[config.mk]
export PLATFORM = sky130hd
export DESIGN_NAME = vfp_top
export DESIGN_NICKNAME = d
export VERILOG_FILES = /design/src/vfp_pkg.sv /design/src/vfp_stats.sv /design/src/vfp_top.sv
export SDC_FILE = /design/constraint.sdc
export NUM_CORES = 1
export LEC_CHECK = 0
export BUFFER_PORTS_ARGS = -buffer_cell sky130_fd_sc_hd__buf_2
export CAP_MARGIN = 20
export CELL_PAD_IN_SITES_DETAIL_PLACEMENT = 1
export CELL_PAD_IN_SITES_GLOBAL_PLACEMENT = 2
export CORE_UTILIZATION = 36
export CTS_CLUSTER_DIAMETER = 30
export DETAILED_ROUTE_END_ITERATION = 7
export PLACE_DENSITY_LB_ADDON = 0.1
export SETUP_SLACK_MARGIN = 0.05
export SLEW_MARGIN = 25
export SYNTH_ARGS = -nofsm -noshare
export SYNTH_HDL_FRONTEND = slang
export SYNTH_SLANG_ARGS = --single-unit
[constraint.sdc]
create_clock -name core_clk -period 6.7 [get_ports core_clk]
set_input_delay 0.67 -clock core_clk [delete_from_list [all_inputs] [get_ports core_clk]]
set_output_delay 0.67 -clock core_clk [all_outputs]
set_load 0.01 [all_outputs]
[src/vfp_pkg.sv]
package vfp_pkg;

   // ------------------------------------------------------------
   // Widths
   // ------------------------------------------------------------
   localparam int ADDR_W = 8;
   localparam int DATA_W = 32;
   localparam int LVL_W = 16;
   localparam int MULT_W = 4;
   localparam int PROD_W = LVL_W + MULT_W;
   localparam int THR_W = PROD_W + 1;
   localparam int IRQ_W = 3;

   // ------------------------------------------------------------
   // Register offsets (byte addresses, one word each)
   // ------------------------------------------------------------
   localparam logic [ADDR_W-1:0] OFS_SELECT = 8'h00;
   localparam logic [ADDR_W-1:0] OFS_MULT = 8'h04;
   localparam logic [ADDR_W-1:0] OFS_AVG = 8'h08;
   localparam logic [ADDR_W-1:0] OFS_STD = 8'h0c;
   localparam logic [ADDR_W-1:0] OFS_THRESH = 8'h10;
   localparam logic [ADDR_W-1:0] OFS_STATE = 8'h14;
   localparam logic [ADDR_W-1:0] OFS_CONT_SEC = 8'h18;
   localparam logic [ADDR_W-1:0] OFS_CUM_SEC = 8'h1c;
   localparam logic [ADDR_W-1:0] OFS_IRQ_STAT = 8'h20;
   localparam logic [ADDR_W-1:0] OFS_IRQ_MASK = 8'h24;

   // ------------------------------------------------------------
   // Field positions
   // ------------------------------------------------------------
   localparam int ST_PRED_LSB = 0;
   localparam int ST_PRED_W = 4;
   localparam int ST_WARN_BIT = 4;
   localparam int ST_LEARNED_BIT = 5;
   localparam int ST_CONT_MET_BIT = 6;
   localparam int IRQ_WARN_SET = 0;
   localparam int IRQ_WARN_CLR = 1;
   localparam int IRQ_LEARNED = 2;

   // Prediction status codes
   localparam logic [ST_PRED_W-1:0] PST_DISABLED = 4'h0;
   localparam logic [ST_PRED_W-1:0] PST_PREPARE = 4'h1;
   localparam logic [ST_PRED_W-1:0] PST_EXECUTE = 4'h2;
   localparam logic [ST_PRED_W-1:0] PST_WARNING = 4'h3;

   // ------------------------------------------------------------
   // Modes
   // ------------------------------------------------------------
   typedef enum logic [1:0] {
      VFP_OFF,
      VFP_AUTO,
      VFP_MANUAL,
      VFP_RESET
   } vfp_mode_t;

   // ------------------------------------------------------------
   // Reset values
   // ------------------------------------------------------------
   localparam vfp_mode_t SELECT_RST = VFP_OFF;
   localparam logic [MULT_W-1:0] MULT_RST = 4'h0;
   localparam logic [LVL_W-1:0] AVG_RST = 16'h0000;
   localparam logic [LVL_W-1:0] STD_RST = 16'h0000;
   localparam logic [IRQ_W-1:0] IRQ_MASK_RST = 3'h0;
   localparam logic [MULT_W-1:0] MULT_ZERO_SUB = 4'h5;

   // ------------------------------------------------------------
   // Timing
   // ------------------------------------------------------------
   localparam int CLK_HZ = 200_000_000;
   localparam int TICK_SECONDS = 1;
   localparam int TICK_CYCLES = CLK_HZ * TICK_SECONDS;
   localparam int SEC_PER_HOUR = 3600;
   localparam int LEARN_CONT_HOURS = 3;
   localparam int LEARN_CUM_HOURS = 90;
   localparam int LEARN_CONT_SEC = LEARN_CONT_HOURS * SEC_PER_HOUR;
   localparam int LEARN_CUM_SEC = LEARN_CUM_HOURS * SEC_PER_HOUR;
   localparam logic [1:0] BOOT_WAIT = 2'h2;
   localparam int STATS_SHIFT = 6;

   // ------------------------------------------------------------
   // Carriers
   // ------------------------------------------------------------
   typedef struct packed {
      logic [ADDR_W-1:0] addr;
      logic [DATA_W-1:0] wdata;
      logic wr;
      logic rd;
   } vfp_bus_req_t;

   typedef struct packed {
      logic [LVL_W-1:0] level;
      logic valid;
      logic running;
      logic pos_vel_mode;
   } vfp_vib_t;

endpackage

[src/vfp_stats.sv]
`timescale 1ns/100ps
module vfp_stats #(
   parameter int W = 16,
   parameter int SHIFT = 6
) (
   input wire logic core_clk,
   input wire logic rst_b,
   input wire logic clear,
   input wire logic sample_valid,
   input wire logic [W-1:0] sample,
   output logic [W-1:0] mean,
   output logic [W-1:0] dev,
   output logic seeded
);
   // Exponential averages keep SHIFT fraction bits so small steps count
   logic [W+SHIFT-1:0] mean_acc_r;
   logic [W+SHIFT-1:0] dev_acc_r;
   logic seeded_r;
   logic [W-1:0] abs_diff;

   assign mean = mean_acc_r[W+SHIFT-1:SHIFT];
   assign dev = dev_acc_r[W+SHIFT-1:SHIFT];
   assign seeded = seeded_r;

   always_comb begin
      if (sample >= mean) begin
         abs_diff = sample - mean;
      end else begin
         abs_diff = mean - sample;
      end
   end

   always_ff @(posedge core_clk or negedge rst_b) begin
      if (!rst_b) begin
         mean_acc_r <= '0;
         dev_acc_r <= '0;
         seeded_r <= 1'b0;
      end else if (clear) begin
         mean_acc_r <= '0;
         dev_acc_r <= '0;
         seeded_r <= 1'b0;
      end else if (sample_valid) begin
         seeded_r <= 1'b1;
         if (!seeded_r) begin
            // First sample seeds the mean to skip a long ramp from zero
            mean_acc_r <= {sample, {SHIFT{1'b0}}};
         end else begin
            mean_acc_r <= mean_acc_r - (mean_acc_r >> SHIFT)
                          + (W+SHIFT)'(sample);
            dev_acc_r <= dev_acc_r - (dev_acc_r >> SHIFT)
                         + (W+SHIFT)'(abs_diff);
         end
      end
   end
endmodule // vfp_stats

[src/vfp_top.sv]
`timescale 1ns/100ps
module vfp_top
   import vfp_pkg::*;
#(
   parameter int unsigned TICK_CYCLES = vfp_pkg::TICK_CYCLES,
   parameter int unsigned CONT_SECONDS = vfp_pkg::LEARN_CONT_SEC,
   parameter int unsigned CUM_SECONDS = vfp_pkg::LEARN_CUM_SEC,
   parameter int STATS_SHIFT = vfp_pkg::STATS_SHIFT
) (
   input wire logic core_clk,
   input wire logic rst_b,
   input wire vfp_pkg::vfp_bus_req_t bus_req,
   output logic [vfp_pkg::DATA_W-1:0] reg_rdata,
   input wire vfp_pkg::vfp_vib_t vib_in,
   input wire logic [1:0] boot_select,
   output logic vib_prediction_warning,
   output logic irq
);
   import vfp_pkg::*;

   // ------------------------------------------------------------
   // Declarations
   // ------------------------------------------------------------
   vfp_mode_t vib_warn_select_r;
   logic [MULT_W-1:0] threshold_multiplier_r;
   logic [LVL_W-1:0] vib_average_characteristic_r;
   logic [LVL_W-1:0] vib_standard_deviation_r;
   logic [THR_W-1:0] thresh_r;
   logic [THR_W-1:0] thresh_cur;
   logic warn_r;
   logic warn_nxt;
   logic learned_r;
   logic [1:0] boot_s1_r;
   logic [1:0] boot_s2_r;
   logic [1:0] boot_cnt_r;
   logic boot_done_r;
   logic boot_load;
   logic [31:0] tick_cnt_r;
   logic sec_tick;
   logic [31:0] cont_sec_r;
   logic [31:0] cum_sec_r;
   logic cont_met_r;
   logic learning;
   logic learn_done;
   logic [LVL_W-1:0] stat_mean;
   logic [LVL_W-1:0] stat_dev;
   logic stat_seeded;
   logic [LVL_W-1:0] std_est;
   logic [MULT_W-1:0] mult_eff;
   logic [PROD_W-1:0] product;
   logic [IRQ_W-1:0] irq_stat_r;
   logic [IRQ_W-1:0] irq_mask_r;
   logic [IRQ_W-1:0] irq_events;
   logic irq_r;
   logic [DATA_W-1:0] rdata_r;
   logic [ST_PRED_W-1:0] pred_status;
   logic wr_sel;
   logic wr_mult;
   logic wr_avg;
   logic wr_std;
   logic wr_mask;
   logic rd_irq;

   assign wr_sel = bus_req.wr && (bus_req.addr == OFS_SELECT);
   assign wr_mult = bus_req.wr && (bus_req.addr == OFS_MULT);
   assign wr_avg = bus_req.wr && (bus_req.addr == OFS_AVG);
   assign wr_std = bus_req.wr && (bus_req.addr == OFS_STD);
   assign wr_mask = bus_req.wr && (bus_req.addr == OFS_IRQ_MASK);
   assign rd_irq = bus_req.rd && (bus_req.addr == OFS_IRQ_STAT);

   assign reg_rdata = rdata_r;
   assign vib_prediction_warning = warn_r;
   assign irq = irq_r;

   // ------------------------------------------------------------
   // Power-up selection load
   // ------------------------------------------------------------
   // The stored selection comes from non-volatile storage outside
   // this clock, so it is synchronised and caught once after release.
   always_ff @(posedge core_clk or negedge rst_b) begin
      if (!rst_b) begin
         boot_s1_r <= 2'h0;
         boot_s2_r <= 2'h0;
      end else begin
         boot_s1_r <= boot_select;
         boot_s2_r <= boot_s1_r;
      end
   end

   always_ff @(posedge core_clk or negedge rst_b) begin
      if (!rst_b) begin
         boot_cnt_r <= 2'h0;
         boot_done_r <= 1'b0;
      end else if (!boot_done_r) begin
         if (boot_cnt_r == BOOT_WAIT) begin
            boot_done_r <= 1'b1;
         end else begin
            boot_cnt_r <= boot_cnt_r + 2'h1;
         end
      end
   end

   assign boot_load = !boot_done_r && (boot_cnt_r == BOOT_WAIT);

   // ------------------------------------------------------------
   // Selection and threshold settings
   // ------------------------------------------------------------
   always_ff @(posedge core_clk or negedge rst_b) begin
      if (!rst_b) begin
         vib_warn_select_r <= SELECT_RST;
      end else if (boot_load) begin
         if (vfp_mode_t'(boot_s2_r) == VFP_RESET) begin
            vib_warn_select_r <= VFP_AUTO;
         end else begin
            vib_warn_select_r <= vfp_mode_t'(boot_s2_r);
         end
      end else if (wr_sel) begin
         vib_warn_select_r <= vfp_mode_t'(bus_req.wdata[1:0]);
      end else if (learn_done) begin
         vib_warn_select_r <= VFP_MANUAL;
      end
   end

   always_ff @(posedge core_clk or negedge rst_b) begin
      if (!rst_b) begin
         threshold_multiplier_r <= MULT_RST;
      end else if (wr_mult) begin
         threshold_multiplier_r <= bus_req.wdata[MULT_W-1:0];
      end
   end

   // Learned values win over a software write in the same cycle
   always_ff @(posedge core_clk or negedge rst_b) begin
      if (!rst_b) begin
         vib_average_characteristic_r <= AVG_RST;
         vib_standard_deviation_r <= STD_RST;
      end else if (boot_load && vfp_mode_t'(boot_s2_r) == VFP_RESET) begin
         vib_average_characteristic_r <= AVG_RST;
         vib_standard_deviation_r <= STD_RST;
      end else if (learn_done) begin
         vib_average_characteristic_r <= stat_mean;
         vib_standard_deviation_r <= std_est;
      end else begin
         if (wr_avg) begin
            vib_average_characteristic_r <= bus_req.wdata[LVL_W-1:0];
         end
         if (wr_std) begin
            vib_standard_deviation_r <= bus_req.wdata[LVL_W-1:0];
         end
      end
   end

   // ------------------------------------------------------------
   // Threshold
   // ------------------------------------------------------------
   always_comb begin
      if (threshold_multiplier_r == MULT_RST) begin
         mult_eff = MULT_ZERO_SUB;
      end else begin
         mult_eff = threshold_multiplier_r;
      end
   end

   // Operands widened first so the product keeps its upper bits
   assign product = PROD_W'(vib_standard_deviation_r)
                    * PROD_W'(mult_eff);

   // The warning judges against the current sum, so a freshly learned
   // or written setting is never compared with the previous threshold
   assign thresh_cur = THR_W'(vib_average_characteristic_r)
                       + THR_W'(product);

   always_ff @(posedge core_clk or negedge rst_b) begin
      if (!rst_b) begin
         thresh_r <= '0;
      end else begin
         thresh_r <= thresh_cur;
      end
   end

   // ------------------------------------------------------------
   // Learning timers
   // ------------------------------------------------------------
   // Counts run only while learning, so leaving automatic mode
   // starts a fresh learning period on the next entry.
   assign learning = (vib_warn_select_r == VFP_AUTO) && boot_done_r;
   assign sec_tick = (tick_cnt_r == 32'(TICK_CYCLES - 1));

   always_ff @(posedge core_clk or negedge rst_b) begin
      if (!rst_b) begin
         tick_cnt_r <= 32'h0;
      end else if (!learning || sec_tick) begin
         tick_cnt_r <= 32'h0;
      end else begin
         tick_cnt_r <= tick_cnt_r + 32'h1;
      end
   end

   always_ff @(posedge core_clk or negedge rst_b) begin
      if (!rst_b) begin
         cont_sec_r <= 32'h0;
         cont_met_r <= 1'b0;
      end else if (!learning) begin
         cont_sec_r <= 32'h0;
         cont_met_r <= 1'b0;
      end else if (!vib_in.running) begin
         cont_sec_r <= 32'h0;
      end else if (sec_tick && cont_sec_r < 32'(CONT_SECONDS)) begin
         cont_sec_r <= cont_sec_r + 32'h1;
         if (cont_sec_r + 32'h1 == 32'(CONT_SECONDS)) begin
            cont_met_r <= 1'b1;
         end
      end
   end

   always_ff @(posedge core_clk or negedge rst_b) begin
      if (!rst_b) begin
         cum_sec_r <= 32'h0;
      end else if (!learning) begin
         cum_sec_r <= 32'h0;
      end else if (sec_tick && vib_in.running && vib_in.pos_vel_mode
                   && cum_sec_r < 32'(CUM_SECONDS)) begin
         cum_sec_r <= cum_sec_r + 32'h1;
      end
   end

   assign learn_done = learning && cont_met_r && stat_seeded
                       && (cum_sec_r >= 32'(CUM_SECONDS));

   // Standard deviation taken as 1.25 times the mean absolute deviation
   assign std_est = stat_dev + (stat_dev >> 2);

   vfp_stats #(
      .W(LVL_W),
      .SHIFT(STATS_SHIFT)
   ) u_stats (
      .core_clk(core_clk),
      .rst_b(rst_b),
      .clear(!learning),
      .sample_valid(vib_in.valid && vib_in.running),
      .sample(vib_in.level),
      .mean(stat_mean),
      .dev(stat_dev),
      .seeded(stat_seeded)
   );

   always_ff @(posedge core_clk or negedge rst_b) begin
      if (!rst_b) begin
         learned_r <= 1'b0;
      end else if (learn_done) begin
         learned_r <= 1'b1;
      end else if (learning) begin
         learned_r <= 1'b0;
      end
   end

   // ------------------------------------------------------------
   // Prediction warning
   // ------------------------------------------------------------
   always_comb begin
      warn_nxt = warn_r;
      if (vib_warn_select_r != VFP_MANUAL) begin
         warn_nxt = 1'b0;
      end else if (vib_in.valid && vib_in.running) begin
         if (THR_W'(vib_in.level) > thresh_cur) begin
            warn_nxt = 1'b1;
         end else if (THR_W'(vib_in.level) < thresh_cur) begin
            warn_nxt = 1'b0;
         end
      end
   end

   always_ff @(posedge core_clk or negedge rst_b) begin
      if (!rst_b) begin
         warn_r <= 1'b0;
      end else begin
         warn_r <= warn_nxt;
      end
   end

   always_comb begin
      unique case (vib_warn_select_r)
         VFP_AUTO: pred_status = PST_PREPARE;
         VFP_MANUAL: pred_status = warn_r ? PST_WARNING : PST_EXECUTE;
         VFP_OFF, VFP_RESET: pred_status = PST_DISABLED;
      endcase
   end

   // ------------------------------------------------------------
   // Interrupts
   // ------------------------------------------------------------
   always_comb begin
      irq_events = '0;
      irq_events[IRQ_WARN_SET] = warn_nxt && !warn_r;
      irq_events[IRQ_WARN_CLR] = !warn_nxt && warn_r;
      irq_events[IRQ_LEARNED] = learn_done;
   end

   // A new event in the reading cycle survives the clear
   always_ff @(posedge core_clk or negedge rst_b) begin
      if (!rst_b) begin
         irq_stat_r <= '0;
      end else begin
         irq_stat_r <= (rd_irq ? '0 : irq_stat_r) | irq_events;
      end
   end

   always_ff @(posedge core_clk or negedge rst_b) begin
      if (!rst_b) begin
         irq_mask_r <= IRQ_MASK_RST;
      end else if (wr_mask) begin
         irq_mask_r <= bus_req.wdata[IRQ_W-1:0];
      end
   end

   always_ff @(posedge core_clk or negedge rst_b) begin
      if (!rst_b) begin
         irq_r <= 1'b0;
      end else begin
         irq_r <= |(((rd_irq ? '0 : irq_stat_r) | irq_events)
                    & irq_mask_r);
      end
   end

   // ------------------------------------------------------------
   // Register read
   // ------------------------------------------------------------
   always_ff @(posedge core_clk or negedge rst_b) begin
      if (!rst_b) begin
         rdata_r <= '0;
      end else if (bus_req.rd) begin
         rdata_r <= '0;
         case (bus_req.addr)
            OFS_SELECT: rdata_r[1:0] <= vib_warn_select_r;
            OFS_MULT: rdata_r[MULT_W-1:0] <= threshold_multiplier_r;
            OFS_AVG: rdata_r[LVL_W-1:0] <= vib_average_characteristic_r;
            OFS_STD: rdata_r[LVL_W-1:0] <= vib_standard_deviation_r;
            OFS_THRESH: rdata_r[THR_W-1:0] <= thresh_r;
            OFS_STATE: begin
               rdata_r[ST_PRED_LSB +: ST_PRED_W] <= pred_status;
               rdata_r[ST_WARN_BIT] <= warn_r;
               rdata_r[ST_LEARNED_BIT] <= learned_r;
               rdata_r[ST_CONT_MET_BIT] <= cont_met_r;
            end
            OFS_CONT_SEC: rdata_r <= cont_sec_r;
            OFS_CUM_SEC: rdata_r <= cum_sec_r;
            OFS_IRQ_STAT: rdata_r[IRQ_W-1:0] <= irq_stat_r;
            OFS_IRQ_MASK: rdata_r[IRQ_W-1:0] <= irq_mask_r;
            default: rdata_r <= '0;
         endcase
      end else begin
         rdata_r <= '0;
      end
   end
endmodule // vfp_top

==> impl_metrics.tcl <==
set metrics [dict create \
    status "finished clean" \
    ys_types 90 \
    layout-area-overhead-vs-synth_pct 22.8 \
    fp.dieArea_um2 54000 \
    fillers 6022 \
    grt_max_degree 153 \
    crit_chain "nor3_2 > buf_4 > o21ai_0 > fa_1 > fa_1 > fa_1 > inv_1 > ha_1 > nor2b_1 > o21a_1 > or2_2 > and2_1 > o21ai_1 > nand2b_1 > xnor2_1 > ha_1 > and3_1 > o31ai_1 > a21oi_1 > o31ai_2 > a2111oi_2 > o2111ai_2 > nand3b_1 > o311ai_2" \
    crit_path_end_kind "flop" \
    synth-seq-area-share_pct 32.6 \
    wl_per_cell_um 21.3 \
    gp_congestion 0.864 \
    synthXorXnorAreaFrac_pct 5.50 \
    vias 16100 \
    synth_edf_count 0 \
    yosys.area_share.simple_pct 17.4 \
    p_per_area_nw_per_um2 358 \
    cts_num_sinks 249 \
    die_h_um 232 \
    r2r-start "threshold_multiplier_r[3]$_DFFE_PN0P_" \
    rrSetupSlack_ns 0.38 \
    crit_top_cell "fa_1" \
    postCtsHoldBufs 0 \
    yosysMostFrequentCell "dfrtp_1" \
    ctsHtreeMaxLevel 3 \
    dp.final_hpwl_mm 49.2 \
    cts_root_buf "clkbuf_16" \
    skew_ns 0.0201 \
    gr-usage-all-layers_pct 24.6 \
    drt-pass1-iter-count 5 \
    nets 2547 \
    postRouteAntennaNets 0 \
    drcViolationCount 0 \
    clk_latency_ns 0.61 \
    crit_start "threshold_multiplier_r[3]$_DFFE_PN0P_" \
    synth_top_family_by_area "adder cells" \
    clock_path_buffers 3 \
    syn-instance-count 2126 \
    min_period_ns 6.32 \
    rsz0062_at_grt "no" \
    setup_viol 0 \
    maxSlewViolCount 0 \
    reg2reg_depth 24 \
    grt_pass1_wl_mm 102 \
    grt_pass1_vias 17500 \
    worstSetupPathType "flop to flop" \
    clkTransAtPathRegs_ns 0.04 \
    tightestPinTransition_ns 0.899 \
    start_util_pct 36.4 \
    cap_violations 0 \
    start_kind "flop" \
    wl_mm 64.4 \
    synth-compound-area-share_pct 16.8 \
    ys_top_cells_by_area "dfrtp_1, ha_1, fa_1" \
    cp.required_ns 7.20 \
    fin_crit_sh_pct 94.3 \
    critPathMaxFanout 4 \
    cts_tree "done" \
    antenna_found_initial 1 \
    power.leakage_nw 11.2 \
    avgSynthCellArea_um2 8.98 \
    drive_gt1_share_pct 14.5 \
    synthAdderAreaFrac_pct 17.6 \
    cp.arrival_ns 6.82 \
    synth_nets 2413 \
    clock.fmax_mhz 158 \
    grt_overflow 0 \
    core_area_um2 52400 \
    synth_common_cells "dfrtp_1, inv_1, nor2_1, nand2_1, ha_1" \
    cts-buffers-inserted 81 \
    yosys.area.top_type "dfrtp_1" \
    synth_top_area_share_pct 32.6 \
    ys_ff_latch 249 \
    drtIter0Drc 671 \
    drt-vias-per-instance 5.33 \
    setup_ws_ns 0.384 \
    io_buffers 82 \
    synth_flop_cell "dfrtp_1" \
    muxShareOfSynthArea_pct 3.90 \
    worstHoldPathType "input port to async pin" \
    diodes 0 \
    async_reset_ff_share_pct 100 \
    netlist_area_um2 19100 \
    r2r-end "irq$_DFF_PN0_" \
    crit_slowest_cell "fa_1" \
    cts_setup_buffers 0 \
    ys_warn_count 0 \
    die_w_um 232 \
    post-route-util_pct 44.7 \
    place_ws_ns -0.159 \
    final_hold_viol_count 0 \
    io_pins 99 \
    maxSlewHeadroom_pct 40.0 \
    vdd.ir_drop.worst_uv 187 \
    rows 84 \
    slowest_delay_ns 0.53 \
]
report_power, final:
part,internal [mW],switching [mW],total (mW)
registers,1.61,0.0824,1.69
clock network,2.94,1.11,4.05
logic,1.08,1.57,2.64
total,5.62,2.76,8.39
worst max-delay path, delay by kind of cell, from the launching register on:
kind            cells  cell delay (ns)
simple gates        7             1.46
xor+xnor            1             0.17
compound gates      9             1.74
fa+ha+maj           5             2.25
flops               1             0.39
buf+inv             2             0.20
repair_timing:
item	CTS	global route
setup endpoints to repair	2	3
resized for setup	3	13
pin swaps	0	2
worst max-delay path by stage:
stage,endpoint,cells past startpoint
4_1_cts,irq$_DFF_PN0_,26
3_3_place_gp,irq$_DFF_PN0_,26
5_1_grt,irq$_DFF_PN0_,26
2_1_floorplan,irq$_DFF_PN0_,28
3_5_place_dp,irq$_DFF_PN0_,26
6_report,irq$_DFF_PN0_,24
flip-flops by register name, summed over array words and instances (netlist names), 21 cells and up:
register / cells
u_stats.mean_acc_r: 22
thresh_r: 21
tick_cnt_r: 32
cont_sec_r: 32
u_stats.dev_acc_r: 22
reg_rdata: 32
cum_sec_r: 32
area by class of cell:
type                    count  area, um^2  share of cell area (%)
flip-flops and latches    249        6230                    26.6
clock inverters            28         429                    1.83
clock buffers             123        2550                    10.9
inverters                 216         811                    3.46
repair buffers            133         816                    3.48
multi-input cells        1579       11800                    50.1
well taps                 688         861                    3.67
cells by family (layout without fill, tap and decap cells):
group	count (synthesis)	after routing
and+or+nand+nor	676	676
DFF	249	249
xor gates and xnor gates	120	120
AOI/OAI and AO/OA	489	489
adders and majority gates	222	222
muxes	72	72
buffers and inverters	298	500
per-stage QoR:
stage | setup TNS, ns | area (um^2) | total power [mW] | hold WS, ns | cells
2_1_floorplan | 0 | 19100 | 3.47 | 0.331 | 2126
3_3_place_gp | -0.0462 | 20400 | 4.27 | 0.340 | 2865
4_1_cts | 0 | 23400 | 8.46 | 0.130 | 3016
3_5_place_dp | -0.173 | 20400 | 4.33 | 0.358 | 2865
6_report | 0 | 23500 | 8.39 | 0.0942 | 3016
5_1_grt | 0 | 23500 | 8.87 | 0.156 | 3016
metal layers:
layer / share of wire, % / GRT usage [%] / vias up / wire [um]
li1: - / - / 7620 / -
met1: 45 / 31.3 / 8102 / 28900
met2: 49 / 41.8 / 229 / 31300
met3: 3.1 / 3.73 / 116 / 1980
met4: 3.4 / 9.79 / 2 / 2190
met5: 0.014 / 0 / - / 9
cells in the final DEF (no fill, tap or decap), types with 62 or more instances in the layout:
| cell | synthesis | routed |
|---|---|---|
| dfrtp_1 | 249 | 249 |
| inv_1 | 216 | 216 |
| nor2_1 | 206 | 205 |
| nand2_1 | 146 | 145 |
| ha_1 | 144 | 144 |
| a21oi_1 | 138 | 137 |
| o21ai_0 | 114 | 113 |
| clkbuf_16 | 0 | 84 |
| buf_2 | 7 | 81 |
| fa_1 | 78 | 78 |
| xnor2_1 | 63 | 62 |
Power figures use the tool's default switching activity.
